`src/logic/scp_pkg.sv`:
```
// Constants and types shared by the slave configuration port files.
// Assumes a 40 MHz core clock and pins from outside that clock's domain.
package scp_pkg;

  // Stream signatures
  localparam logic [31:0] SCP_SYNC_WORD = 32'hAA99_5566;
  localparam logic [7:0]  SCP_BUSW_LEAD = 8'hBB;
  localparam logic [7:0]  SCP_BUSW_X8   = 8'h11;
  localparam logic [15:0] SCP_BUSW_X16  = 16'h1122;
  localparam logic [31:0] SCP_BUSW_X32  = 32'h1122_0044;

  // Bus width codes and bits per capture
  localparam logic [1:0] SCP_BW_X8  = 2'h0;
  localparam logic [1:0] SCP_BW_X16 = 2'h1;
  localparam logic [1:0] SCP_BW_X32 = 2'h2;
  localparam logic [5:0] SCP_NB_1   = 6'h01;
  localparam logic [5:0] SCP_NB_8   = 6'h08;
  localparam logic [5:0] SCP_NB_16  = 6'h10;
  localparam logic [5:0] SCP_NB_32  = 6'h20;

  // Mode pin patterns
  localparam logic [2:0] SCP_MODE_SERIAL = 3'h7;
  localparam logic [2:0] SCP_MODE_PAR    = 3'h6;

  // Command opcodes, top byte of a command word
  localparam logic [7:0] SCP_OP_DATA  = 8'h01;
  localparam logic [7:0] SCP_OP_CRC   = 8'h02;
  localparam logic [7:0] SCP_OP_START = 8'h03;

  // Check sum and configuration store
  localparam logic [31:0] SCP_CRC_POLY  = 32'h04C1_1DB7;
  localparam logic [31:0] SCP_CRC_SEED  = 32'hFFFF_FFFF;
  localparam int          SCP_MEM_WORDS = 16;
  localparam logic [3:0]  SCP_MEM_LAST  = 4'hF;
  localparam logic [2:0]  SCP_EOS_STEP  = 3'h7;

  // Register offsets (byte addresses) and reset value
  localparam logic [7:0]  SCP_OFS_CTRL   = 8'h00;
  localparam logic [7:0]  SCP_OFS_STATUS = 8'h04;
  localparam logic [7:0]  SCP_OFS_DEVID  = 8'h08;
  localparam logic [7:0]  SCP_OFS_CRC    = 8'h0C;
  localparam logic [1:0]  SCP_MEM_PAGE   = 2'h1;
  localparam logic [11:0] SCP_CTRL_RST   = 12'h003;

  // Main sequencer states
  typedef enum logic [10:0] {
    SCP_ST_INIT    = 11'h001,
    SCP_ST_WAIT    = 11'h002,
    SCP_ST_SYNC    = 11'h004,
    SCP_ST_DEVID   = 11'h008,
    SCP_ST_CMD     = 11'h010,
    SCP_ST_DATA    = 11'h020,
    SCP_ST_CRCV    = 11'h040,
    SCP_ST_STARTUP = 11'h080,
    SCP_ST_EOS     = 11'h100,
    SCP_ST_ERR     = 11'h200,
    SCP_ST_IDLE    = 11'h400
  } scp_state_e;

  // Control register layout
  typedef struct packed {
    logic       active_done_drive_option;
    logic       match_en;
    logic [2:0] match_wait_step;
    logic       lock_en;
    logic [2:0] lock_wait_step;
    logic [2:0] done_step;
  } scp_ctrl_s;

  // Pin bundle, synchronised as one vector
  typedef struct packed {
    logic        program_n;
    logic        lock_ok;
    logic        match_ok;
    logic [2:0]  mode;
    logic        done_in;
    logic        init_in;
    logic        write_select_n;
    logic        chip_select_n;
    logic [31:0] data;
    logic        serial_data_in;
    logic        config_clock;
  } scp_pins_s;

  localparam int SCP_NPINS = $bits(scp_pins_s);

endpackage

```
`src/logic/scp_crc_if.sv`:
```
// Word path between the sequencer and its check sum engine.
// Both ends sit on core_clk; no crossing inside.
`timescale 1ns/10ps
interface scp_crc_if;
  logic        clr;
  logic        valid;
  logic [31:0] word;
  logic [31:0] value;
  modport user   (output clr, output valid, output word, input value);
  modport engine (input clr, input valid, input word, output value);
endinterface

```
`src/logic/scp_core.sv`:
```
// Slave configuration port: init, mode pick, stream load, start-up.
// Assumes pins come from another domain and are sampled on core_clk;
// the configuration clock is found by edge detection, not used as clock.
//
// The Avalon-MM interface to the registers and the placing of the registers are this design's own decisions.
`timescale 1ns/10ps
module scp_core
  import scp_pkg::*;
#(
  parameter logic [31:0] DEVICE_ID = 32'h0000_1234  // Arbitrary value
)
(
  // Clock, reset, enable
  input  wire logic        core_clk,
  input  wire logic        arst_n,
  input  wire logic        clk_en,
  // Avalon-MM slave
  input  wire logic [7:0]  avs_address,
  input  wire logic        avs_read,
  input  wire logic        avs_write,
  input  wire logic [31:0] avs_writedata,
  output logic      [31:0] avs_readdata,
  output logic             avs_waitrequest,
  // Configuration inputs
  input  wire logic        program_n,
  input  wire logic        config_clock,
  input  wire logic        serial_data_in,
  input  wire logic [31:0] par_data,
  input  wire logic        chip_select_n,
  input  wire logic        write_select_n,
  input  wire logic [2:0]  mode_select,
  input  wire logic        lock_ok,
  input  wire logic        match_ok,
  // Open-drain init/error pin
  input  wire logic        init_err_n_in,
  output logic             init_err_n_out,
  output logic             init_err_n_oe,
  // Done pin
  input  wire logic        done_in,
  output logic             done_out,
  output logic             done_oe,
  // Status
  output logic             config_error,
  output logic             startup_end_state
);

  typedef struct packed {
    logic [SCP_NPINS-1:0]               sy1;
    logic [SCP_NPINS-1:0]               sy2;
    logic [SCP_NPINS-1:0]               sy3;
    scp_pins_s                          flt;
    logic                               config_clock_q;
    scp_state_e                         st;
    logic                               mode_par;
    logic                               bw_ok;
    logic                               lead_seen;
    logic [1:0]                         bw;
    logic [31:0]                        sr;
    logic [5:0]                         bits;
    logic [15:0]                        cnt;
    logic [3:0]                         addr;
    logic [3:0]                         clr_idx;
    logic                               crc_ok;
    logic                               err_id;
    logic                               err_crc;
    logic [2:0]                         step;
    scp_ctrl_s                          ctrl;
    logic                               ack;
    logic [31:0]                        rdata;
    logic [SCP_MEM_WORDS-1:0][31:0]     mem;
  } scp_core_s;

  scp_core_s      r;
  scp_core_s      n;
  scp_pins_s      pins_raw;
  logic           rise;
  logic           cap;
  logic [31:0]    sh;
  logic [5:0]     nb;
  logic [5:0]     bits_sum;
  logic           word_done;
  logic           su_hold;
  logic           req;
  logic [31:0]    rd_mux;
  logic [31:0]    status_word;
  scp_crc_if      crc_bus ();

  // Check sum engine
  scp_crc u_crc (
    .core_clk (core_clk),
    .arst_n   (arst_n),
    .clk_en   (clk_en),
    .bus      (crc_bus.engine)
  );

  // Pin bundle, same order as the struct
  assign pins_raw = {program_n, lock_ok, match_ok, mode_select, done_in,
                     init_err_n_in, write_select_n, chip_select_n,
                     par_data, serial_data_in, config_clock};

  // Link clock edge and capture qualifier
  assign rise = r.flt.config_clock & ~r.config_clock_q;
  assign cap  = rise & (~r.mode_par |
                (~r.flt.chip_select_n & ~r.flt.write_select_n));

  // Shift in per mode and width, MSB first
  assign sh = !r.mode_par ? {r.sr[30:0], r.flt.serial_data_in} :
              (r.bw == SCP_BW_X8)  ? {r.sr[23:0], r.flt.data[7:0]} :
              (r.bw == SCP_BW_X16) ? {r.sr[15:0], r.flt.data[15:0]} :
              r.flt.data;
  assign nb = !r.mode_par ? SCP_NB_1 :
              (r.bw == SCP_BW_X8)  ? SCP_NB_8 :
              (r.bw == SCP_BW_X16) ? SCP_NB_16 : SCP_NB_32;
  assign bits_sum  = r.bits + nb;
  assign word_done = cap && (bits_sum == SCP_NB_32);

  // Start-up stall: lock, match and done waits
  assign su_hold =
    (r.ctrl.lock_en && r.step == r.ctrl.lock_wait_step &&
     !r.flt.lock_ok) ||
    (r.ctrl.match_en && r.step == r.ctrl.match_wait_step &&
     !r.flt.match_ok) ||
    (r.step == r.ctrl.done_step && !r.flt.done_in);

  // Check sum feed
  assign crc_bus.clr   = (r.st == SCP_ST_INIT);
  assign crc_bus.valid = (r.st == SCP_ST_DATA) && word_done;
  assign crc_bus.word  = sh;

  // Register read mux; unmapped offsets read zero
  assign status_word = {11'h000, r.step, r.err_crc, r.err_id, r.crc_ok,
                        r.bw_ok, r.bw, r.mode_par, r.st};
  assign req    = avs_read | avs_write;
  assign rd_mux =
    (avs_address == SCP_OFS_CTRL)   ? {20'h0_0000, r.ctrl} :
    (avs_address == SCP_OFS_STATUS) ? status_word :
    (avs_address == SCP_OFS_DEVID)  ? DEVICE_ID :
    (avs_address == SCP_OFS_CRC)    ? crc_bus.value :
    (avs_address[7:6] == SCP_MEM_PAGE && avs_address[1:0] == 2'h0) ?
      r.mem[avs_address[5:2]] : 32'h0000_0000;

  // Next state: synchronisers, sequencer, register slave
  always_comb begin
    n = r;
    // Three stages; a change counts once stages two and three agree
    n.sy1 = pins_raw;
    n.sy2 = r.sy1;
    n.sy3 = r.sy2;
    n.flt = scp_pins_s'((r.sy2 & r.sy3) | (r.flt & (r.sy2 ^ r.sy3)));
    n.config_clock_q = r.flt.config_clock;
    case (r.st)
      SCP_ST_INIT: begin
        // Clear one word per cycle and reset the stream state
        n.mem[r.clr_idx] = 32'h0000_0000;
        n.clr_idx  = r.clr_idx + 4'h1;
        n.mode_par = 1'b0;
        n.bw_ok    = 1'b0;
        n.lead_seen = 1'b0;
        n.bits     = 6'h00;
        n.sr       = 32'h0000_0000;
        n.addr     = 4'h0;
        n.crc_ok   = 1'b0;
        n.err_id   = 1'b0;
        n.err_crc  = 1'b0;
        n.step     = 3'h0;
        if (r.clr_idx == SCP_MEM_LAST) begin
          n.st = SCP_ST_WAIT;
        end
      end
      SCP_ST_WAIT: begin
        // Stay put while anyone holds the pin low
        if (r.flt.init_in) begin
          if (r.flt.mode == SCP_MODE_SERIAL) begin
            n.mode_par = 1'b0;
            n.st       = SCP_ST_SYNC;
          end else if (r.flt.mode == SCP_MODE_PAR) begin
            n.mode_par = 1'b1;
            n.st       = SCP_ST_SYNC;
          end else begin
            n.st = SCP_ST_IDLE;
          end
        end
      end
      SCP_ST_SYNC: begin
        if (cap && r.mode_par && !r.bw_ok) begin
          // Width pattern, checked right after the lead byte
          n.lead_seen = (r.flt.data[7:0] == SCP_BUSW_LEAD);
          if (r.lead_seen) begin
            if (r.flt.data == SCP_BUSW_X32) begin
              n.bw    = SCP_BW_X32;
              n.bw_ok = 1'b1;
            end else if (r.flt.data[15:0] == SCP_BUSW_X16) begin
              n.bw    = SCP_BW_X16;
              n.bw_ok = 1'b1;
            end else if (r.flt.data[7:0] == SCP_BUSW_X8) begin
              n.bw    = SCP_BW_X8;
              n.bw_ok = 1'b1;
            end
          end
        end else if (cap) begin
          n.sr = sh;
          if (sh == SCP_SYNC_WORD) begin
            n.bits = 6'h00;
            n.st   = SCP_ST_DEVID;
          end
        end
      end
      SCP_ST_DEVID, SCP_ST_CMD, SCP_ST_DATA, SCP_ST_CRCV: begin
        if (cap) begin
          n.sr   = sh;
          n.bits = word_done ? 6'h00 : bits_sum;
        end
        if (word_done) begin
          case (r.st)
            SCP_ST_DEVID: begin
              if (sh != DEVICE_ID) begin
                n.err_id = 1'b1;
                n.st     = SCP_ST_ERR;
              end else begin
                n.st = SCP_ST_CMD;
              end
            end
            SCP_ST_CMD: begin
              // Unknown opcodes and pad words pass by
              if (sh[31:24] == SCP_OP_DATA && sh[15:0] != 16'h0000) begin
                n.cnt = sh[15:0];
                n.st  = SCP_ST_DATA;
              end else if (sh[31:24] == SCP_OP_CRC) begin
                n.st = SCP_ST_CRCV;
              end else if (sh[31:24] == SCP_OP_START && r.crc_ok) begin
                n.step = 3'h0;
                n.st   = SCP_ST_STARTUP;
              end
            end
            SCP_ST_DATA: begin
              // Store wraps past the last word
              n.mem[r.addr] = sh;
              n.addr = r.addr + 4'h1;
              n.cnt  = r.cnt - 16'h0001;
              if (r.cnt == 16'h0001) begin
                n.st = SCP_ST_CMD;
              end
            end
            SCP_ST_CRCV: begin
              if (sh != crc_bus.value) begin
                n.err_crc = 1'b1;
                n.st      = SCP_ST_ERR;
              end else begin
                n.crc_ok = 1'b1;
                n.st     = SCP_ST_CMD;
              end
            end
            default: begin
              n.st = r.st;
            end
          endcase
        end
      end
      SCP_ST_STARTUP: begin
        // Trailing data is ignored; only clock edges move the steps
        if (rise && !su_hold) begin
          if (r.step == SCP_EOS_STEP) begin
            n.st = SCP_ST_EOS;
          end else begin
            n.step = r.step + 3'h1;
          end
        end
      end
      SCP_ST_EOS, SCP_ST_ERR, SCP_ST_IDLE: begin
        n.st = r.st;
      end
      default: begin
        n.st = SCP_ST_INIT;
      end
    endcase
    // Program reset overrides everything, errors included
    if (!r.flt.program_n) begin
      n.st      = SCP_ST_INIT;
      n.clr_idx = 4'h0;
    end
    // Register slave: one wait state, then the answer
    n.ack = req & ~r.ack;
    if (req && !r.ack) begin
      n.rdata = rd_mux;
    end
    if (avs_write && r.ack && avs_address == SCP_OFS_CTRL) begin
      n.ctrl = scp_ctrl_s'(avs_writedata[11:0]);
    end
  end

  // State register; power-up lands in initialization
  always_ff @(posedge core_clk or negedge arst_n) begin
    if (!arst_n) begin
      r      <= '0;
      r.st   <= SCP_ST_INIT;
      r.ctrl <= scp_ctrl_s'(SCP_CTRL_RST);
    end else if (clk_en) begin
      r <= n;
    end
  end

  // Pins: init low in init and error; done low until released
  assign init_err_n_out    = 1'b0;
  assign init_err_n_oe     = (r.st == SCP_ST_INIT) ||
                             (r.st == SCP_ST_ERR);
  assign done_out = (r.st == SCP_ST_EOS) ||
                    (r.st == SCP_ST_STARTUP && r.step >= r.ctrl.done_step);
  assign done_oe  = !done_out || r.ctrl.active_done_drive_option;
  assign config_error      = r.err_id | r.err_crc;
  assign startup_end_state = (r.st == SCP_ST_EOS);
  assign avs_readdata      = r.rdata;
  assign avs_waitrequest   = req & ~r.ack;
endmodule

```
`src/logic/scp_crc.sv`:
```
// Running check sum over loaded configuration words.
// Assumes one word per enabled cycle at most; clear wins over a word.
`timescale 1ns/10ps
module scp_crc
  import scp_pkg::*;
(
  // Clock and reset
  input  wire logic core_clk,
  input  wire logic arst_n,
  input  wire logic clk_en,
  // Word path
  scp_crc_if.engine bus
);

  typedef struct packed {
    logic [31:0] crc;
  } scp_crc_s;

  scp_crc_s r;
  scp_crc_s n;

  // One word per step, MSB first
  function automatic logic [31:0] scp_crc_step(input logic [31:0] c,
                                               input logic [31:0] w);
    logic [31:0] x;
    x = c;
    for (int i = 31; i >= 0; i--) begin
      x = {x[30:0], 1'b0} ^ ((x[31] ^ w[i]) ? SCP_CRC_POLY : 32'h0000_0000);
    end
    return x;
  endfunction

  // Next value
  always_comb begin
    n = r;
    if (bus.clr) begin
      n.crc = SCP_CRC_SEED;
    end else if (bus.valid) begin
      n.crc = scp_crc_step(r.crc, bus.word);
    end
  end

  // State register, frozen while clk_en is low
  always_ff @(posedge core_clk or negedge arst_n) begin
    if (!arst_n) begin
      r.crc <= SCP_CRC_SEED;
    end else if (clk_en) begin
      r <= n;
    end
  end

  assign bus.value = r.crc;

endmodule

```
`config.mk`:
```
export PLATFORM = sky130hd
export DESIGN_NAME = scp_core
export DESIGN_NICKNAME = d
export VERILOG_FILES = /design/src/logic/scp_pkg.sv /design/src/logic/scp_crc_if.sv /design/src/logic/scp_core.sv /design/src/logic/scp_crc.sv
export SDC_FILE = /design/constraint.sdc
export NUM_CORES = 2
export LEC_CHECK = 0
export BUFFER_PORTS_ARGS = -buffer_cell sky130_fd_sc_hd__buf_4
export CORE_MARGIN = 2
export CORE_UTILIZATION = 35
export CTS_BUF_LIST = sky130_fd_sc_hd__clkbuf_4
export DETAILED_ROUTE_END_ITERATION = 12
export GPL_TIMING_DRIVEN = 1
export PLACE_DENSITY = 0.61
export RECOVER_POWER = 50
export REMOVE_ABC_BUFFERS = 1
export SLEW_MARGIN = 20
export SYNTH_ARGS = -nofsm -noshare
export SYNTH_HDL_FRONTEND = slang
export SYNTH_SLANG_ARGS = --single-unit
```
`constraint.sdc`:
```
create_clock -name core_clk -period 5.3 [get_ports core_clk]
set_input_delay 0.53 -clock core_clk [delete_from_list [all_inputs] [get_ports core_clk]]
set_output_delay 0.53 -clock core_clk [all_outputs]
set_load 0.02 [all_outputs]
```
==> metrics.yaml <==
drive_gt1_frac: 0.270
drt_wl_total_mm: 134
finalNonFillerCells: 5507
dp_hpwl_mm: 85.0
cellPowerDensity_mw_per_mm2: 757
synth_top_family_by_area: "compound AO/OA/AOI/OAI gates"
finalCritPeriodShare: 0.874
reg2reg_depth: 11
grt_pass1_vias: 31844
worst_pin_slew_ns: 2.63
drt-pass1-iter-count: 5
worst_setup_path_start_kind: "input port"
antenna_left: 0
drt_iter0_drc: 3133
r2r_slack_ns: 0.72
reg2reg_from: "r[629]"
crit_type: "input port to register"
clockRootBuffer: "clkbuf_4"
stdcell_area_mm2: 0.0493
cp-endpoint: "avs_readdata[13]"
grt_pass1_wl_mm: 204
clkTransAtPathRegs_ns: 0.06
vdd_drop_max_uv: 2300
core_mm2: 0.122
io_pins: 128
hp-class: "input port to register"
critPathBufInv: 4
grt_overflow_total: 0
ys_seq_area_frac: 0.496
violations: "max-capacitance violations, max-slew violations"
netlist_area_mm2: 0.0429
async_reset_ff_frac: 1.00
crit_family: "buffers and inverters"
rsz0062_at_grt: "false"
max_cap_violations: 9
synth_edf_count: 0
synthMuxAreaShare: 0.134
ff_latch_area_mm2: 0.0213
place_ws_ns: 0.745
whs_path_depth: 3
p_leak_nw: 21.5
yosys.area_share.adder: 0.0189
area_growth_pct: 14.9
yosys.area_share.simple: 0.0655
cts_setup_buffers: 0
avgSynthCellArea_um2: 12.3
reg2reg_to: "u_crc.bus.value[9]"
fp-row-count: 128
h-tree-depth: 4
clock_latency_ns: 1.18
yosysUniqueCellTypes: 85
cts_sinks: 849
fillers: 11611
clock_path_buffers: 3
drv_slew: 685
floorplan.initialDensity: 0.353
slowest_delay_ns: 1.63
cp.required_ns: 6.34
synth-compound-area-share: 0.166
cp_slowest_cell: "clkbuf_1"
ys_warn_count: 0
finalWorstSetupSlack_ns: 0.665
crit_fanout: 53
vias_per_cell: 5.63
grt_usage: 0.213
cts_tree: "yes"
netlist_instances: 3493
gp_congestion: 0.914
clock.fmax_mhz: 216
dpl.cell_count: 5029
post-route-min-period_ns: 4.63
startpoint: "clk_en"
status: "finished, violations left"
crit_chain: "dlygate4sd3_1 > clkbuf_1 > buf_4 > nand2_1 > clkbuf_2 > nor3_1 > a22oi_1 > o21ai_0"
setup_viol: 0
ys.flop_type: "dfrtp_1"
synth-xor-area-share: 0.0832
max-slew-margin-rel: -0.752
grt_antenna_before_repair: 5
fin_skew_ns: 0.100
synth-seq-cells: 849
placed_area_mm2: 0.0458
via_count: 31019
final_nets: 3860
wire_per_inst_um: 24.4
grt_max_degree: 137
cp_data_arrival_time_ns: 5.67
final-hold-violation-count: 0
cp_num_cells: 8
dieArea_mm2: 0.125
drc: 0
die_w_um: 354
multi_input_area_mm2: 0.0204
fin_hold_ws_ns: 0.142
cts_made_buffers: 218
io_buffers: 106
end_kind: "register"
dieHeight_um: 354
==> timing repair <==
action                    CTS  global route
hold buffers               81             0
hold endpoints to repair  182             0
resized for setup           0             0
==> synth_stat cells (49+ instances only) <==
| cell type | count | area, um2 |
|---|---|---|
| dfrtp_1 | 814 | 20400 |
| a22o_1 | 352 | 3080 |
| nand2_1 | 263 | 987 |
| clkbuf_1 | 250 | 938 |
| o21ai_0 | 181 | 906 |
| xnor2_1 | 178 | 1560 |
| mux2_2 | 164 | 1850 |
| mux4_2 | 160 | 3600 |
| o2bb2ai_1 | 160 | 1400 |
| nor2_1 | 138 | 518 |
| a21oi_1 | 87 | 435 |
| ha_1 | 65 | 813 |
| nor3_1 | 52 | 260 |
| xor2_1 | 49 | 429 |
==> metrics by stage <==
step | power [mW] | setup TNS, ns | utilization
3_5_place_dp | 31.5 | 0 | 0.376
5_1_grt | 39.2 | 0 | 0.405
4_1_cts | 37.5 | 0 | 0.406
2_1_floorplan | 26.8 | -432.24 | -
6_report | 37.3 | 0 | 0.405
3_3_place_gp | 31.5 | 0 | 0.375
==> worst min-delay path by stage <==
| stage | to | from | slack (ns) |
|---|---|---|---|
| after global routing | n[773] | program_n | 0.09 |
| after CTS | n[773] | program_n | 0.04 |
| after detailed placement | r[117] | r[117] | 0.47 |
| after floorplan | avs_readdata[0] | arst_n | 0.23 |
| after global placement | r[86] | r[86] | 0.47 |
| final | n[773] | program_n | 0.14 |
==> flip-flops by register name (all words and copies together), names as in the netlist <==
name,cells
r,696
avs_readdata,32
u_crc.bus.value,32
n,89
==> worst reg2reg max path: stages, from the launching register on <==
cell	delay [ns]
dfrtp_2	0.48
buf_4	0.54
o22ai_1	0.19
a21oi_2	0.51
xnor3_1	0.62
xnor2_1	0.51
xnor3_1	0.36
xor2_1	0.31
xor2_1	0.36
xnor2_1	0.22
xnor3_1	0.27
o22a_1	0.17
==> where the power goes <==
part | internal [mW] | leakage, nW | total (mW) | switching, mW
Sequential | 6.81 | 11.4 | 7.13 | 0.323
Combinational | 12.8 | 8.49 | 24.5 | 11.7
Clock | 2.86 | 1.67 | 5.71 | 2.85
==> final cells by class <==
type                            instances  area share
Clock inverter                         64     0.00677
Tap cell                             1625      0.0412
Antenna cell                            7    0.000355
Sequential cell                       849       0.432
Timing Repair Buffer                  314      0.0541
Inverter                               44     0.00335
Multi-Input combinational cell       2279       0.413
Clock buffer                          325      0.0495
==> cell usage in the layout (no fill, tap or decap), types with 47 or more instances in the layout <==
cell type / count
mux4_2: 160
o21ai_0: 181
nor2_1: 114
o2bb2ai_1: 160
buf_4: 209
xor2_1: 49
dlygate4sd3_1: 81
a22o_1: 352
nand2_1: 263
ha_1: 65
nor3_1: 47
a21oi_1: 86
xnor2_1: 178
clkbuf_4: 329
mux2_2: 164
dfrtp_1: 813
==> cells by family after synthesis <==
logic type,Yosys count
flip-flops,849
AO/OA/AOI/OAI,943
adder cells (fa/ha/maj),65
XOR/XNOR,301
other,1
buffers and inverters,365
AND/OR/NAND/NOR,617
multiplexers,352
==> per-layer routing <==
layer / part of all wire / track usage / vias up / routed length (um)
li1: - / - / 13522 / -
met1: 0.42 / 0.289 / 15918 / 57000
met2: 0.46 / 0.324 / 1345 / 61300
met3: 0.093 / 0.0650 / 232 / 12400
met4: 0.027 / 0.0710 / 2 / 3620
met5: 0.000097 / 0 / - / 13
(Power assumes the default switching activity.)
